[src/design/flash_seq_pkg.sv]
// flash write sequencer constants: register offsets, fields, keys, timing
// assumes a 10 MHz core clock and an 8-bit register port
package flash_seq_pkg;
  localparam int          CLK_HZ        = 10_000_000;
  localparam int          ERASE_TIME_US = 4000;
  localparam int          ERASE_CYCLES  = ERASE_TIME_US * (CLK_HZ / 1_000_000);
  localparam int          SETUP_CYCLES  = 2;
  localparam int          ADDR_W        = 13;
  localparam int          WORD_W        = 14;
  localparam logic [7:0]  KEY_FIRST     = 8'h55;
  localparam logic [7:0]  KEY_SECOND    = 8'haa;
  localparam logic [3:0]  OFS_DATA_LOW  = 4'h0;
  localparam logic [3:0]  OFS_ADDR_LOW  = 4'h1;
  localparam logic [3:0]  OFS_DATA_HIGH = 4'h2;
  localparam logic [3:0]  OFS_ADDR_HIGH = 4'h3;
  localparam logic [3:0]  OFS_CTRL      = 4'h4;
  localparam logic [3:0]  OFS_UNLOCK    = 4'h5;
  localparam logic [3:0]  OFS_STATUS    = 4'h6;
  localparam int          BIT_SPACE     = 7;
  localparam int          BIT_ERR       = 3;
  localparam int          BIT_ALLOW     = 2;
  localparam int          BIT_GO        = 1;
  localparam int          BIT_DONE      = 0;
  localparam logic [1:0]  SLOT_LAST     = 2'b11;
  localparam logic [1:0]  PROT_NONE     = 2'b11;
  localparam logic [1:0]  PROT_LOW_QTR  = 2'b10;
  localparam logic [1:0]  PROT_LOW_HALF = 2'b01;
  localparam logic [ADDR_W-1:0] QTR_END  = 13'h0400;
  localparam logic [ADDR_W-1:0] HALF_END = 13'h1000;

  typedef enum logic [3:0] {
    ST_IDLE  = 4'b0001,
    ST_SETUP = 4'b0010,
    ST_ERASE = 4'b0100,
    ST_PROG  = 4'b1000
  } seq_state_t;
endpackage

[src/design/flash_array_if.sv]
// carrier between sequencer and flash array port
interface flash_array_if;
  import flash_seq_pkg::*;
  logic              erase;
  logic              prog;
  logic [ADDR_W-1:0] addr;
  logic [WORD_W-1:0] wdata;
  modport seq   (output erase, output prog, output addr, output wdata);
  modport array (input erase, input prog, input addr, input wdata);
endinterface

[src/design/flash_block_buffer.sv]
// four-slot word buffer that stages one block before commit
// assumes writes come from the sequencer on the same clock
module flash_block_buffer
  import flash_seq_pkg::*;
#(
  parameter int SLOTS = 4
) (
  input  wire logic                     clk,
  input  wire logic                     resetn,
  input  wire logic                     wr_en,
  input  wire logic [$clog2(SLOTS)-1:0] wr_slot,
  input  wire logic [WORD_W-1:0]        wr_word,
  input  wire logic [$clog2(SLOTS)-1:0] rd_slot,
  output logic      [WORD_W-1:0]        rd_word
);
  typedef struct packed {
    logic [SLOTS-1:0][WORD_W-1:0] mem;
  } buf_state_t;

  buf_state_t s_q, s_d;

  always_comb begin
    s_d = s_q;
    if (wr_en) begin
      s_d.mem[wr_slot] = wr_word;
    end
  end

  always_ff @(posedge clk or negedge resetn) begin
    if (!resetn) begin
      s_q <= '0;
    end else begin
      s_q <= s_d;
    end
  end

  assign rd_word = s_q.mem[rd_slot];
endmodule

[src/design/flash_block_write_sequencer.sv]
// self-programming sequencer for four-word block erase-and-write of flash
// assumes the core drives the register port on clk and obeys core_stall
module flash_block_write_sequencer
  import flash_seq_pkg::*;
#(
  parameter int ERASE_LEN = ERASE_CYCLES
) (
  input  wire logic              clk,
  input  wire logic              resetn,
  input  wire logic              warm_reset,
  input  wire logic [1:0]        protect_range_field,
  input  wire logic [3:0]        reg_addr,
  input  wire logic [7:0]        reg_wdata,
  input  wire logic              reg_wr,
  input  wire logic              reg_rd,
  output logic      [7:0]        reg_rdata,
  output logic                   core_squash,
  output logic                   core_stall,
  output logic                   flash_erase,
  output logic                   flash_prog,
  output logic      [ADDR_W-1:0] flash_addr,
  output logic      [WORD_W-1:0] flash_wdata
);
  localparam int CNT_W = $clog2(ERASE_LEN + 1);

  typedef struct packed {
    seq_state_t        st;
    logic [7:0]        addr_low_reg;
    logic [4:0]        addr_high_reg;
    logic [7:0]        data_low_reg;
    logic [5:0]        data_high_reg;
    logic              space_select;
    logic              program_allow;
    logic              abort_error_flag;
    logic              go;
    logic              done_irq_flag;
    logic              key1_seen;
    logic              key2_seen;
    logic              commit;
    logic [1:0]        prog_slot;
    logic [CNT_W-1:0]  cnt;
    logic [7:0]        rdata;
  } seq_q_t;

  seq_q_t q, d;
  flash_array_if fa ();

  logic [ADDR_W-1:0] cur_addr;
  logic              wr_ctrl, wr_unlock, go_req, addr_ok, buf_wr;
  logic [WORD_W-1:0] buf_rd_word;

  // protected segments grow upward from address zero
  function automatic logic is_protected(input logic [1:0] rng, input logic [ADDR_W-1:0] a);
    unique case (rng)
      PROT_NONE:     is_protected = 1'b0;
      PROT_LOW_QTR:  is_protected = (a < QTR_END);
      PROT_LOW_HALF: is_protected = (a < HALF_END);
      default:       is_protected = 1'b1;
    endcase
  endfunction

  function automatic logic [ADDR_W-1:0] block_word(input logic [ADDR_W-1:0] a,
                                                   input logic [1:0] slot);
    block_word = {a[ADDR_W-1:2], slot};
  endfunction

  assign cur_addr  = {q.addr_high_reg, q.addr_low_reg};
  assign wr_ctrl   = reg_wr && (reg_addr == OFS_CTRL);
  assign wr_unlock = reg_wr && (reg_addr == OFS_UNLOCK);
  // go honoured only after both keys, with allow and program space set
  assign go_req    = wr_ctrl && reg_wdata[BIT_GO] && !q.go && q.key2_seen
                     && q.program_allow
                     && reg_wdata[BIT_SPACE] && q.space_select;
  assign addr_ok   = !is_protected(protect_range_field, cur_addr);
  assign buf_wr    = go_req && addr_ok && (q.st == ST_IDLE);

  flash_block_buffer #(
    .SLOTS(4)
  ) u_buf (
    .clk     (clk),
    .resetn  (resetn),
    .wr_en   (buf_wr),
    .wr_slot (cur_addr[1:0]),
    .wr_word ({q.data_high_reg, q.data_low_reg}),
    .rd_slot (q.prog_slot),
    .rd_word (buf_rd_word)
  );

  always_comb begin
    d = q;
    d.rdata = 8'h00;
    if (reg_wr) begin
      // any write other than the expected key breaks the unlock chain
      d.key1_seen = wr_unlock && (reg_wdata == KEY_FIRST);
      d.key2_seen = wr_unlock && (reg_wdata == KEY_SECOND) && q.key1_seen;
      if (q.st == ST_IDLE) begin
        unique case (reg_addr)
          OFS_ADDR_LOW:  d.addr_low_reg  = reg_wdata;
          OFS_ADDR_HIGH: d.addr_high_reg = reg_wdata[4:0];
          OFS_DATA_LOW:  d.data_low_reg  = reg_wdata;
          OFS_DATA_HIGH: d.data_high_reg = reg_wdata[5:0];
          OFS_STATUS:    if (!reg_wdata[BIT_DONE]) d.done_irq_flag = 1'b0;
          default:       ;
        endcase
      end
      if (wr_ctrl) begin
        d.program_allow    = reg_wdata[BIT_ALLOW];
        d.abort_error_flag = reg_wdata[BIT_ERR];
        if (!q.go) begin
          d.space_select = reg_wdata[BIT_SPACE];
        end
      end
    end
    if (go_req && buf_wr) begin
      d.go     = 1'b1;
      d.st     = ST_SETUP;
      d.cnt    = '0;
      d.commit = (cur_addr[1:0] == SLOT_LAST);
    end
    unique case (q.st)
      ST_IDLE: ;
      ST_SETUP: begin
        d.cnt = q.cnt + 1'b1;
        if (q.cnt == CNT_W'(SETUP_CYCLES - 1)) begin
          d.cnt = '0;
          if (q.commit) begin
            d.st = ST_ERASE;
          end else begin
            d.st            = ST_IDLE;
            d.go            = 1'b0;
            d.done_irq_flag = 1'b1;
          end
        end
      end
      ST_ERASE: begin
        d.cnt = q.cnt + 1'b1;
        if (q.cnt == CNT_W'(ERASE_LEN - 1)) begin
          d.cnt       = '0;
          d.prog_slot = 2'b00;
          d.st        = ST_PROG;
        end
      end
      ST_PROG: begin
        d.prog_slot = q.prog_slot + 1'b1;
        if (q.prog_slot == SLOT_LAST) begin
          d.st            = ST_IDLE;
          d.go            = 1'b0;
          d.done_irq_flag = 1'b1;
        end
      end
      default: d.st = ST_IDLE;
    endcase
    // warm reset cuts a write short and leaves the error flag as evidence
    if (warm_reset) begin
      if (q.st != ST_IDLE) begin
        d.abort_error_flag = 1'b1;
      end
      d.st            = ST_IDLE;
      d.go            = 1'b0;
      d.program_allow = 1'b0;
      d.key1_seen     = 1'b0;
      d.key2_seen     = 1'b0;
    end
    if (reg_rd) begin
      unique case (reg_addr)
        OFS_ADDR_LOW:  d.rdata = q.addr_low_reg;
        OFS_ADDR_HIGH: d.rdata = {3'h0, q.addr_high_reg};
        OFS_DATA_LOW:  d.rdata = q.data_low_reg;
        OFS_DATA_HIGH: d.rdata = {2'h0, q.data_high_reg};
        OFS_CTRL:      d.rdata = {q.space_select, 3'h0, q.abort_error_flag,
                                  q.program_allow, q.go, 1'b0};
        OFS_STATUS:    d.rdata = {7'h00, q.done_irq_flag};
        default:       d.rdata = 8'h00;
      endcase
    end
  end

  always_ff @(posedge clk or negedge resetn) begin
    if (!resetn) begin
      q    <= '0;
      q.st <= ST_IDLE;
    end else begin
      q <= d;
    end
  end

  assign reg_rdata   = q.rdata;
  // squash the two setup slots; only a commit goes on to stall
  assign core_squash = (q.st == ST_SETUP);
  assign core_stall  = (q.st == ST_SETUP) || (q.st == ST_ERASE) || (q.st == ST_PROG);
  // only the core is held; clk is never gated so peripherals run on
  assign fa.erase    = (q.st == ST_ERASE) && (q.cnt == '0);
  assign fa.prog     = (q.st == ST_PROG);
  assign fa.addr     = (q.st == ST_PROG) ? block_word(cur_addr, q.prog_slot)
                                          : block_word(cur_addr, 2'b00);
  assign fa.wdata    = buf_rd_word;
  assign flash_erase = fa.erase;
  assign flash_prog  = fa.prog;
  assign flash_addr  = fa.addr;
  assign flash_wdata = fa.wdata;

  // unlock and go qualification
  a_go_needs_allow: assert property (@(posedge clk) disable iff (!resetn)
    $rose(q.go) |-> $past(q.program_allow) && $past(q.key2_seen))
    else $error("go set without allow and keys");

  a_key_pairing: assert property (@(posedge clk) disable iff (!resetn)
    q.key2_seen |-> $past(q.key1_seen))
    else $error("second key without first");

  a_key_chain_break: assert property (@(posedge clk) disable iff (!resetn)
    reg_wr && !wr_unlock |=> !q.key1_seen && !q.key2_seen)
    else $error("unlock chain survived other write");

  a_go_space_set: assert property (@(posedge clk) disable iff (!resetn)
    $rose(q.go) |-> $past(q.space_select))
    else $error("go set outside program space");

  a_go_from_idle: assert property (@(posedge clk) disable iff (!resetn)
    $rose(q.go) |-> $past(q.st == ST_IDLE))
    else $error("go accepted while busy");

  a_protect_block: assert property (@(posedge clk) disable iff (!resetn)
    go_req && is_protected(protect_range_field, cur_addr) |=> !q.go)
    else $error("protected address accepted");

  // go mirrors the busy state, so software can never clear it early
  a_go_tracks_busy: assert property (@(posedge clk) disable iff (!resetn)
    q.go == (q.st != ST_IDLE))
    else $error("go and busy state disagree");

  a_commit_final_slot: assert property (@(posedge clk) disable iff (!resetn)
    $rose(q.go) |-> q.commit == (cur_addr[1:0] == SLOT_LAST))
    else $error("commit not tied to final slot");

  // setup slots and the short path for the first three words
  a_setup_two: assert property (@(posedge clk) disable iff (!resetn)
    (q.st == ST_IDLE) ##1 (q.st == ST_SETUP) |-> (q.st == ST_SETUP) [*2])
    else $error("setup not two cycles");

  a_squash_len: assert property (@(posedge clk) disable iff (!resetn || warm_reset)
    $rose(core_squash) |-> core_squash [*2] ##1 !core_squash)
    else $error("squash window not two cycles");

  a_partial_nostall: assert property (@(posedge clk) disable iff (!resetn || warm_reset)
    $rose(q.go) && !q.commit |-> ##2 !core_stall && !q.go)
    else $error("partial word stalled");

  a_done_partial: assert property (@(posedge clk) disable iff (!resetn || warm_reset)
    $rose(q.go) && !q.commit |-> ##2 q.done_irq_flag)
    else $error("partial word not reported done");

  // erase and program burst
  a_erase_aligned: assert property (@(posedge clk) disable iff (!resetn)
    flash_erase |-> flash_addr[1:0] == 2'b00 && q.commit)
    else $error("erase unaligned or uncommitted");

  a_erase_at_start: assert property (@(posedge clk) disable iff (!resetn)
    $rose(q.st == ST_ERASE) |-> flash_erase)
    else $error("erase state without erase pulse");

  a_erase_one_pulse: assert property (@(posedge clk) disable iff (!resetn)
    flash_erase |=> !flash_erase)
    else $error("erase pulse longer than one cycle");

  a_erase_commit_only: assert property (@(posedge clk) disable iff (!resetn)
    (q.st == ST_ERASE) |-> q.commit)
    else $error("long stall on a partial word");

  // antecedent on the entry to programming, so an abort mid-erase does not trip it
  a_prog_after_erase: assert property (@(posedge clk) disable iff (!resetn || warm_reset)
    $rose(q.st == ST_PROG) |-> flash_prog [*4] ##1 !flash_prog)
    else $error("program burst not four words");

  a_first_slot: assert property (@(posedge clk) disable iff (!resetn)
    $rose(flash_prog) |-> flash_addr[1:0] == 2'b00)
    else $error("program burst not from slot zero");

  a_slot_ascend: assert property (@(posedge clk) disable iff (!resetn)
    flash_prog && $past(flash_prog) |-> flash_addr[1:0] == $past(flash_addr[1:0]) + 2'b01)
    else $error("program slots out of order");

  a_prog_in_block: assert property (@(posedge clk) disable iff (!resetn)
    flash_prog |-> flash_addr[ADDR_W-1:2] == cur_addr[ADDR_W-1:2])
    else $error("program left block");

  a_stage_frozen: assert property (@(posedge clk) disable iff (!resetn)
    (q.st != ST_IDLE) |=> $stable(cur_addr))
    else $error("staged address moved while busy");

  a_no_flash_idle: assert property (@(posedge clk) disable iff (!resetn)
    (q.st == ST_IDLE) |-> !flash_erase && !flash_prog)
    else $error("flash action while idle");

  // completion and abort
  a_resume_after_burst: assert property (@(posedge clk) disable iff (!resetn)
    $fell(flash_prog) |-> !core_stall)
    else $error("stall held after program burst");

  // an abort also drops go, but that is not a completion
  a_done_set: assert property (@(posedge clk) disable iff (!resetn || warm_reset)
    $fell(q.go) && !$past(warm_reset) |-> q.done_irq_flag)
    else $error("done flag missing at completion");

  a_abort_flag: assert property (@(posedge clk) disable iff (!resetn)
    warm_reset && q.st != ST_IDLE |=> q.abort_error_flag)
    else $error("abort not flagged");

  a_abort_clears: assert property (@(posedge clk) disable iff (!resetn)
    warm_reset |=> !q.program_allow && !q.go)
    else $error("abort left allow or go set");
endmodule

[config.mk]
export PLATFORM = sky130hd
export DESIGN_NAME = flash_block_write_sequencer
export DESIGN_NICKNAME = d
export VERILOG_FILES = /design/src/design/flash_seq_pkg.sv /design/src/design/flash_array_if.sv /design/src/design/flash_block_buffer.sv /design/src/design/flash_block_write_sequencer.sv
export SDC_FILE = /design/constraint.sdc
export NUM_CORES = 1
export LEC_CHECK = 0
export BUFFER_PORTS_ARGS = -buffer_cell sky130_fd_sc_hd__buf_2
export CORE_MARGIN = 5
export CORE_UTILIZATION = 38
export DETAILED_ROUTE_END_ITERATION = 10
export HOLD_SLACK_MARGIN = 0.08
export MAX_ROUTING_LAYER = met4
export PLACE_DENSITY = 0.65
export RECOVER_POWER = 25
export SYNTH_ARGS = -nofsm -noshare
export SYNTH_HDL_FRONTEND = slang
export SYNTH_HIERARCHICAL = 1
export SYNTH_SLANG_ARGS = --single-unit
[constraint.sdc]
create_clock -name clk -period 7.75 [get_ports clk]
set_clock_uncertainty 0.05 [all_clocks]
set_input_delay 0.3875 -clock clk [delete_from_list [all_inputs] [get_ports clk]]
set_output_delay 0.3875 -clock clk [all_outputs]
set_load 0.01 [all_outputs]
Yosys cells after proc, flatten, opt, wreduce, memory -nomap -nowiden
Cells that the tools add are included.
W data, S select, Z words.
{"block": "word_totals", "register_bits": 121, "input_bits": 19, "output_inout_bits": 39, "elab_cells": 117}
{"block": "op_classes", "add_sub_neg": 2, "magnitude_cmp": 5, "n_eq_ne": 21, "mux": 35, "bitwise_logic": 1, "reduce_logical": 33}
{"cell": "$bwmux W56", "count": 1}
{"cell": "$pmux W8 S6", "count": 1}
{"cell": "$mux W16", "count": 2}
{"cell": "$pmux W16 S2", "count": 1}
{"cell": "$bmux W14 S2", "count": 1}
{"cell": "$demux W14 S2", "count": 1}
{"cell": "$mux W14", "count": 2}
{"cell": "$mux W4", "count": 5}
{"cell": "$mux W18", "count": 1}
{"cell": "$add A16 B1 Y16 const B", "count": 1}
{"cell": "$eq A16 B1 Y1 const B", "count": 1}
{"cell": "$eq A16 B16 Y1 const B", "count": 1}
{"cell": "$eq A4 B3 Y1 const B", "count": 4}
{"cell": "$logic_and A1 B1 Y1", "count": 16}
{"cell": "$logic_not A16 Y1", "count": 1}
{"cell": "$pmux W4 S4", "count": 1}
{"cell": "$reduce_and A3 Y1", "count": 5}
{"cell": "$mux W2", "count": 7}
{"cell": "$lt A13 B11 Y1 const B", "count": 1}
{"cell": "$lt A13 B13 Y1 const B", "count": 1}
{"cell": "$eq A4 B2 Y1 const B", "count": 3}
{"cell": "$mux W3", "count": 3}
{"cell": "$eq A2 B2 Y1 const B", "count": 4}
{"cell": "$eq A4 B1 Y1 const B", "count": 2}
{"cell": "other kinds (20)", "count": 31}

Longest topological paths before layout
{"block": "depth", "ltp_word": 16, "ltp_mapped": 8}

Hierarchy
The synthesis kept the hierarchy.
{"module": "flash_block_write_sequencer", "instances": 1, "cells_each": 325, "area_per_inst_um2": 3465.8, "seq_area_each_um2": 1627.8}
{"module": "flash_block_buffer", "instances": 1, "cells_each": 137, "area_per_inst_um2": 2432.3, "seq_area_each_um2": 1401.3}

Worst setup path before layout
Ideal clock, no wire load.
{"block": "synth_timing", "path_kind": "flip-flop to flip-flop", "from": "register q[61] (netlist name)", "to": "register u_buf/s_q[0] (netlist name)", "arrival_time_ns": 3.059, "path_slack_ns": 4.516, "stages_incl_launch_ff": 8, "path_buffers": 2, "synth_period_minus_slack_ns": 3.234, "path_cell_list": "dfstp_2 > buf_2 > or4b_4 > or3_4 > nor4_1 > nor3b_4 > buf_4 > mux2_2"}
{"block": "synth_between", "elab_chain_cells": 2}
{"item": "start: declaration", "line": "flash_block_write_sequencer.sv:45", "rtl": "seq_q_t q, d;"}
{"item": "$eq A4 B1 Y1", "line": "flash_block_write_sequencer.sv:75", "rtl": "assign buf_wr = go_req && addr_ok && (q.st == ST_IDLE);"}
{"item": "$logic_and A1 B1 Y1", "line": "flash_block_write_sequencer.sv:75"}
{"item": "net buf_wr", "line": "flash_block_write_sequencer.sv:49", "rtl": "logic wr_ctrl, wr_unlock, go_req, addr_ok, buf_wr;"}
{"item": "end signal: assignment", "line": "flash_block_buffer.sv:31", "rtl": "s_q <= '0;"}
{"item": "end signal: assignment", "line": "flash_block_buffer.sv:33", "rtl": "s_q <= s_d;"}
{"item": "end: declaration", "line": "flash_block_buffer.sv:20", "rtl": "buf_state_t s_q, s_d;"}
The timed path passes the listed nets, and every way through them passes these cells.
A chain may end at the register's enable or synchronous reset.

Worst setup path in the final report
{"block": "layout_timing", "from": "register q[61] (netlist name)", "to": "register u_buf/s_q[44] (netlist name)"}
The elaborated chain is that of the path after synthesis.

==> results.cfg <==
[status]
status = complete, but fails checks
violations = max-capacitance violations, max-slew violations

[synth]
syn_nets = 485
netlist_top_cells_count = dfrtp_1, mux2_2, buf_4, nand2_1, nor2_1
synthMostInstantiatedCell = dfrtp_1
synth_top_cell_area_share_pct = 50.9
async_flop_share_pct = 100
ys.warnings.count = 6
synthTopCellsByArea = dfrtp_1, mux2_2, mux4_2
ys.flop_type = dfrtp_1
syn_inst = 462
synth_cell_type_count = 55
yosys.area.top_type = dfrtp_1
netlist_area_mm2 = 0.00590
synth_enable_flop_cells = 0
synth-seq-cells = 121
avgSynthCellArea_um2 = 12.8
yosysSeqAreaShare_pct = 51.4

[detailed_routing]
via_per_inst = 5.63
drt-initial-drc-count = 288
avgRoutedWirePerCell_um = 19.5
totalWireLength_um = 13700
drc = 0
vias = 3953
first_pass_iters = 5
ant_nets = 0

[floorplan]
chipWidth_um = 135
die_h_um = 135
io_pins = 58
core-area_mm2 = 0.0152
die-area_mm2 = 0.0181
rows = 45
start_util_pct = 38.8

[setup_path]
cp.buffers_inverters = 0
crit_slowest_cell = nand3_1
arrival_ps = 4370
cp.required_ps = 7990
cp_max_fo = 14
critPathCaptureType = flip-flop
r2r-start = q[61]
critical_path.top_delay_family = simple AND/OR/NAND/NOR gates
crit_chain = or4b_4 -> or3_4 -> nor4_1 -> nand3_1 -> mux2_2
crit_type = flip-flop to flip-flop
r2r_setup_slack_ps = 3620
ff2ff_path_depth = 5
reg2reg_to = u_buf/s_q[44]
max_stage_delay_ps = 960
critPathLaunchType = flip-flop

[sta]
worstMarginPinSlew_ps = 3020
layout_min_cycle_time_ps = 4130
finalSetupTns_ps = 0
max_freq_mhz = 242
rsz0062_at_grt = no
hold_violations = 0
slew_headroom_pct = -101
finalCritPeriodShare_pct = 53.3
drv_slew = 58
setup_violations = 0
worst_slack_ps = 3620

[worst_hold_path]
hold_depth = 2
min_to = q[32]
min_path_type = input pin to flip-flop
min_from = warm_reset

[global_routing]
grt_pass1_wl_um = 22600
grt.overflow.total = 0
grt_usage_pct = 16.3
grt_max_degree = 66
antenna_found_initial = 0
grt_pass1_vias = 4068

[power_and_ir_drop]
vdd_drop_max_mv = 0.130
p_comb_share_pct = 7.1
p_sw_share_pct = 24.1
seqPwrFrac_pct = 43.8
powerDensity_mw_per_mm2 = 243
p_clk_share_pct = 49.1
p_sw_w = 0.000398
intPower_w = 0.00125
p_leak_nw = 3.18

[final_layout]
antenna_cells = 0
instances_no_fill = 702
stdcell_area_mm2 = 0.00679
syn_to_final_growth_pct = 15.1
num-nets-final = 524
fin_util_pct = 44.7
final_layout_size_suffix_gt1_share_pct = 38.1

[clock_tree]
postCtsSetupRepairBufs = 0
clock_latency_ps = 410
h-tree-depth = 4
numCtsBuffers = 17
cts_tree = built
clockRootBuffer = clkbuf_16
ctsHoldBuffers = 1
cts_resized = 0
max-clock-path-buffers = 2
cts.sinks = 121
clkTransAtPathRegs_ps = 50

[place]
place_hpwl_um = 9760
dp_slack_ps = 3660
port_buffers = 57
placed_cell_area_mm2 = 0.00618
dp_cells = 669
gp_congestion = 0.893

[run]
drv_cap = 1
## cell usage in the layout (no fill, tap or decap), types with 5 or more instances in the layout
| cell | instances |
|---|---|
| mux4_2 | 15 |
| nor2_1 | 17 |
| nand2_1 | 19 |
| mux2_2 | 87 |
| nand3_1 | 15 |
| a21oi_1 | 14 |
| dfrtp_1 | 120 |
| clkbuf_1 | 10 |
| nor3_1 | 7 |
| a31oi_1 | 8 |
| nand4_1 | 8 |
| nor4_1 | 7 |
| inv_1 | 8 |
| buf_2 | 47 |
| clkbuf_16 | 17 |
| xnor2_1 | 6 |
| clkinv_4 | 5 |
| mux2i_1 | 5 |
| o21ai_0 | 11 |
## power groups by stage
stage          Sequential (W)  Clock (W)  Combinational, W
4_1_cts              0.000723   0.000826          0.000119
2_1_floorplan        0.000710          0         0.0000896
3_3_place_gp         0.000732          0          0.000116
6_report             0.000723   0.000810          0.000117
3_5_place_dp         0.000734          0          0.000118
5_1_grt              0.000730   0.000857          0.000128
## through the flow
step                      power [W]  hold WS, ps
after global routing        0.00172          190
after detailed placement   0.000852          429
final                       0.00165          196
after CTS                   0.00167          168
after global placement     0.000848          424
after floorplan            0.000800         41.9
## worst max path at each step
stage / from / endpoint / cells after the start
3_3_place_gp: q[61] / u_buf/s_q[51] / 5
2_1_floorplan: q[61] / u_buf/s_q[0] / 7
3_5_place_dp: q[61] / u_buf/s_q[46] / 5
4_1_cts: q[61] / u_buf/s_q[46] / 5
5_1_grt: q[61] / u_buf/s_q[47] / 5
6_report: q[61] / u_buf/s_q[44] / 5
## sequential cells by signal, indices dropped and copies added (netlist names)
register and cells:
q 44, cur_addr 13, reg_rdata 8, u_buf/s_q 56
## worst register-to-register path: stages (launching register included)
cell     delay, ps
dfstp_2        600
or4b_4         500
or3_4          420
nor4_1         910
nand3_1        960
mux2_2         570
## routing by layer
metal | GRT usage, % | wire [µm] | vias to the layer above
met3 | 3.61 | 495 | 29
met1 | 21.7 | 6480 | 2011
met4 | 6.33 | 293 | 0
met5 | - | 0 | -
li1 | - | - | 1791
met2 | 24.5 | 6430 | 122
## logic make-up (layout without fill, tap and decap cells)
group                    after synthesis  count (layout)  share of synthesized area [%]
flip-flops                           121             121                           51.4
AND/OR/NAND/NOR                      116             116                           11.8
multiplexers                         107             107                           23.2
AO/OA/AOI/OAI                         59              59                           6.85
buffers and inverters                 48             100                           4.90
XOR/XNOR                               7               7                           1.04
adder cells (fa/ha/maj)                4               4                          0.849
## layout make-up
cell class	instances	area [µm²]
well taps	188	235
clock inverters	13	166
multi-input cells	293	2580
clock buffers	19	453
flip-flops and latches	121	3030
inverters	8	30.0
repair buffers	60	298
fillers	1370	8410
No activity file was read; power rests on OpenSTA's default activity.
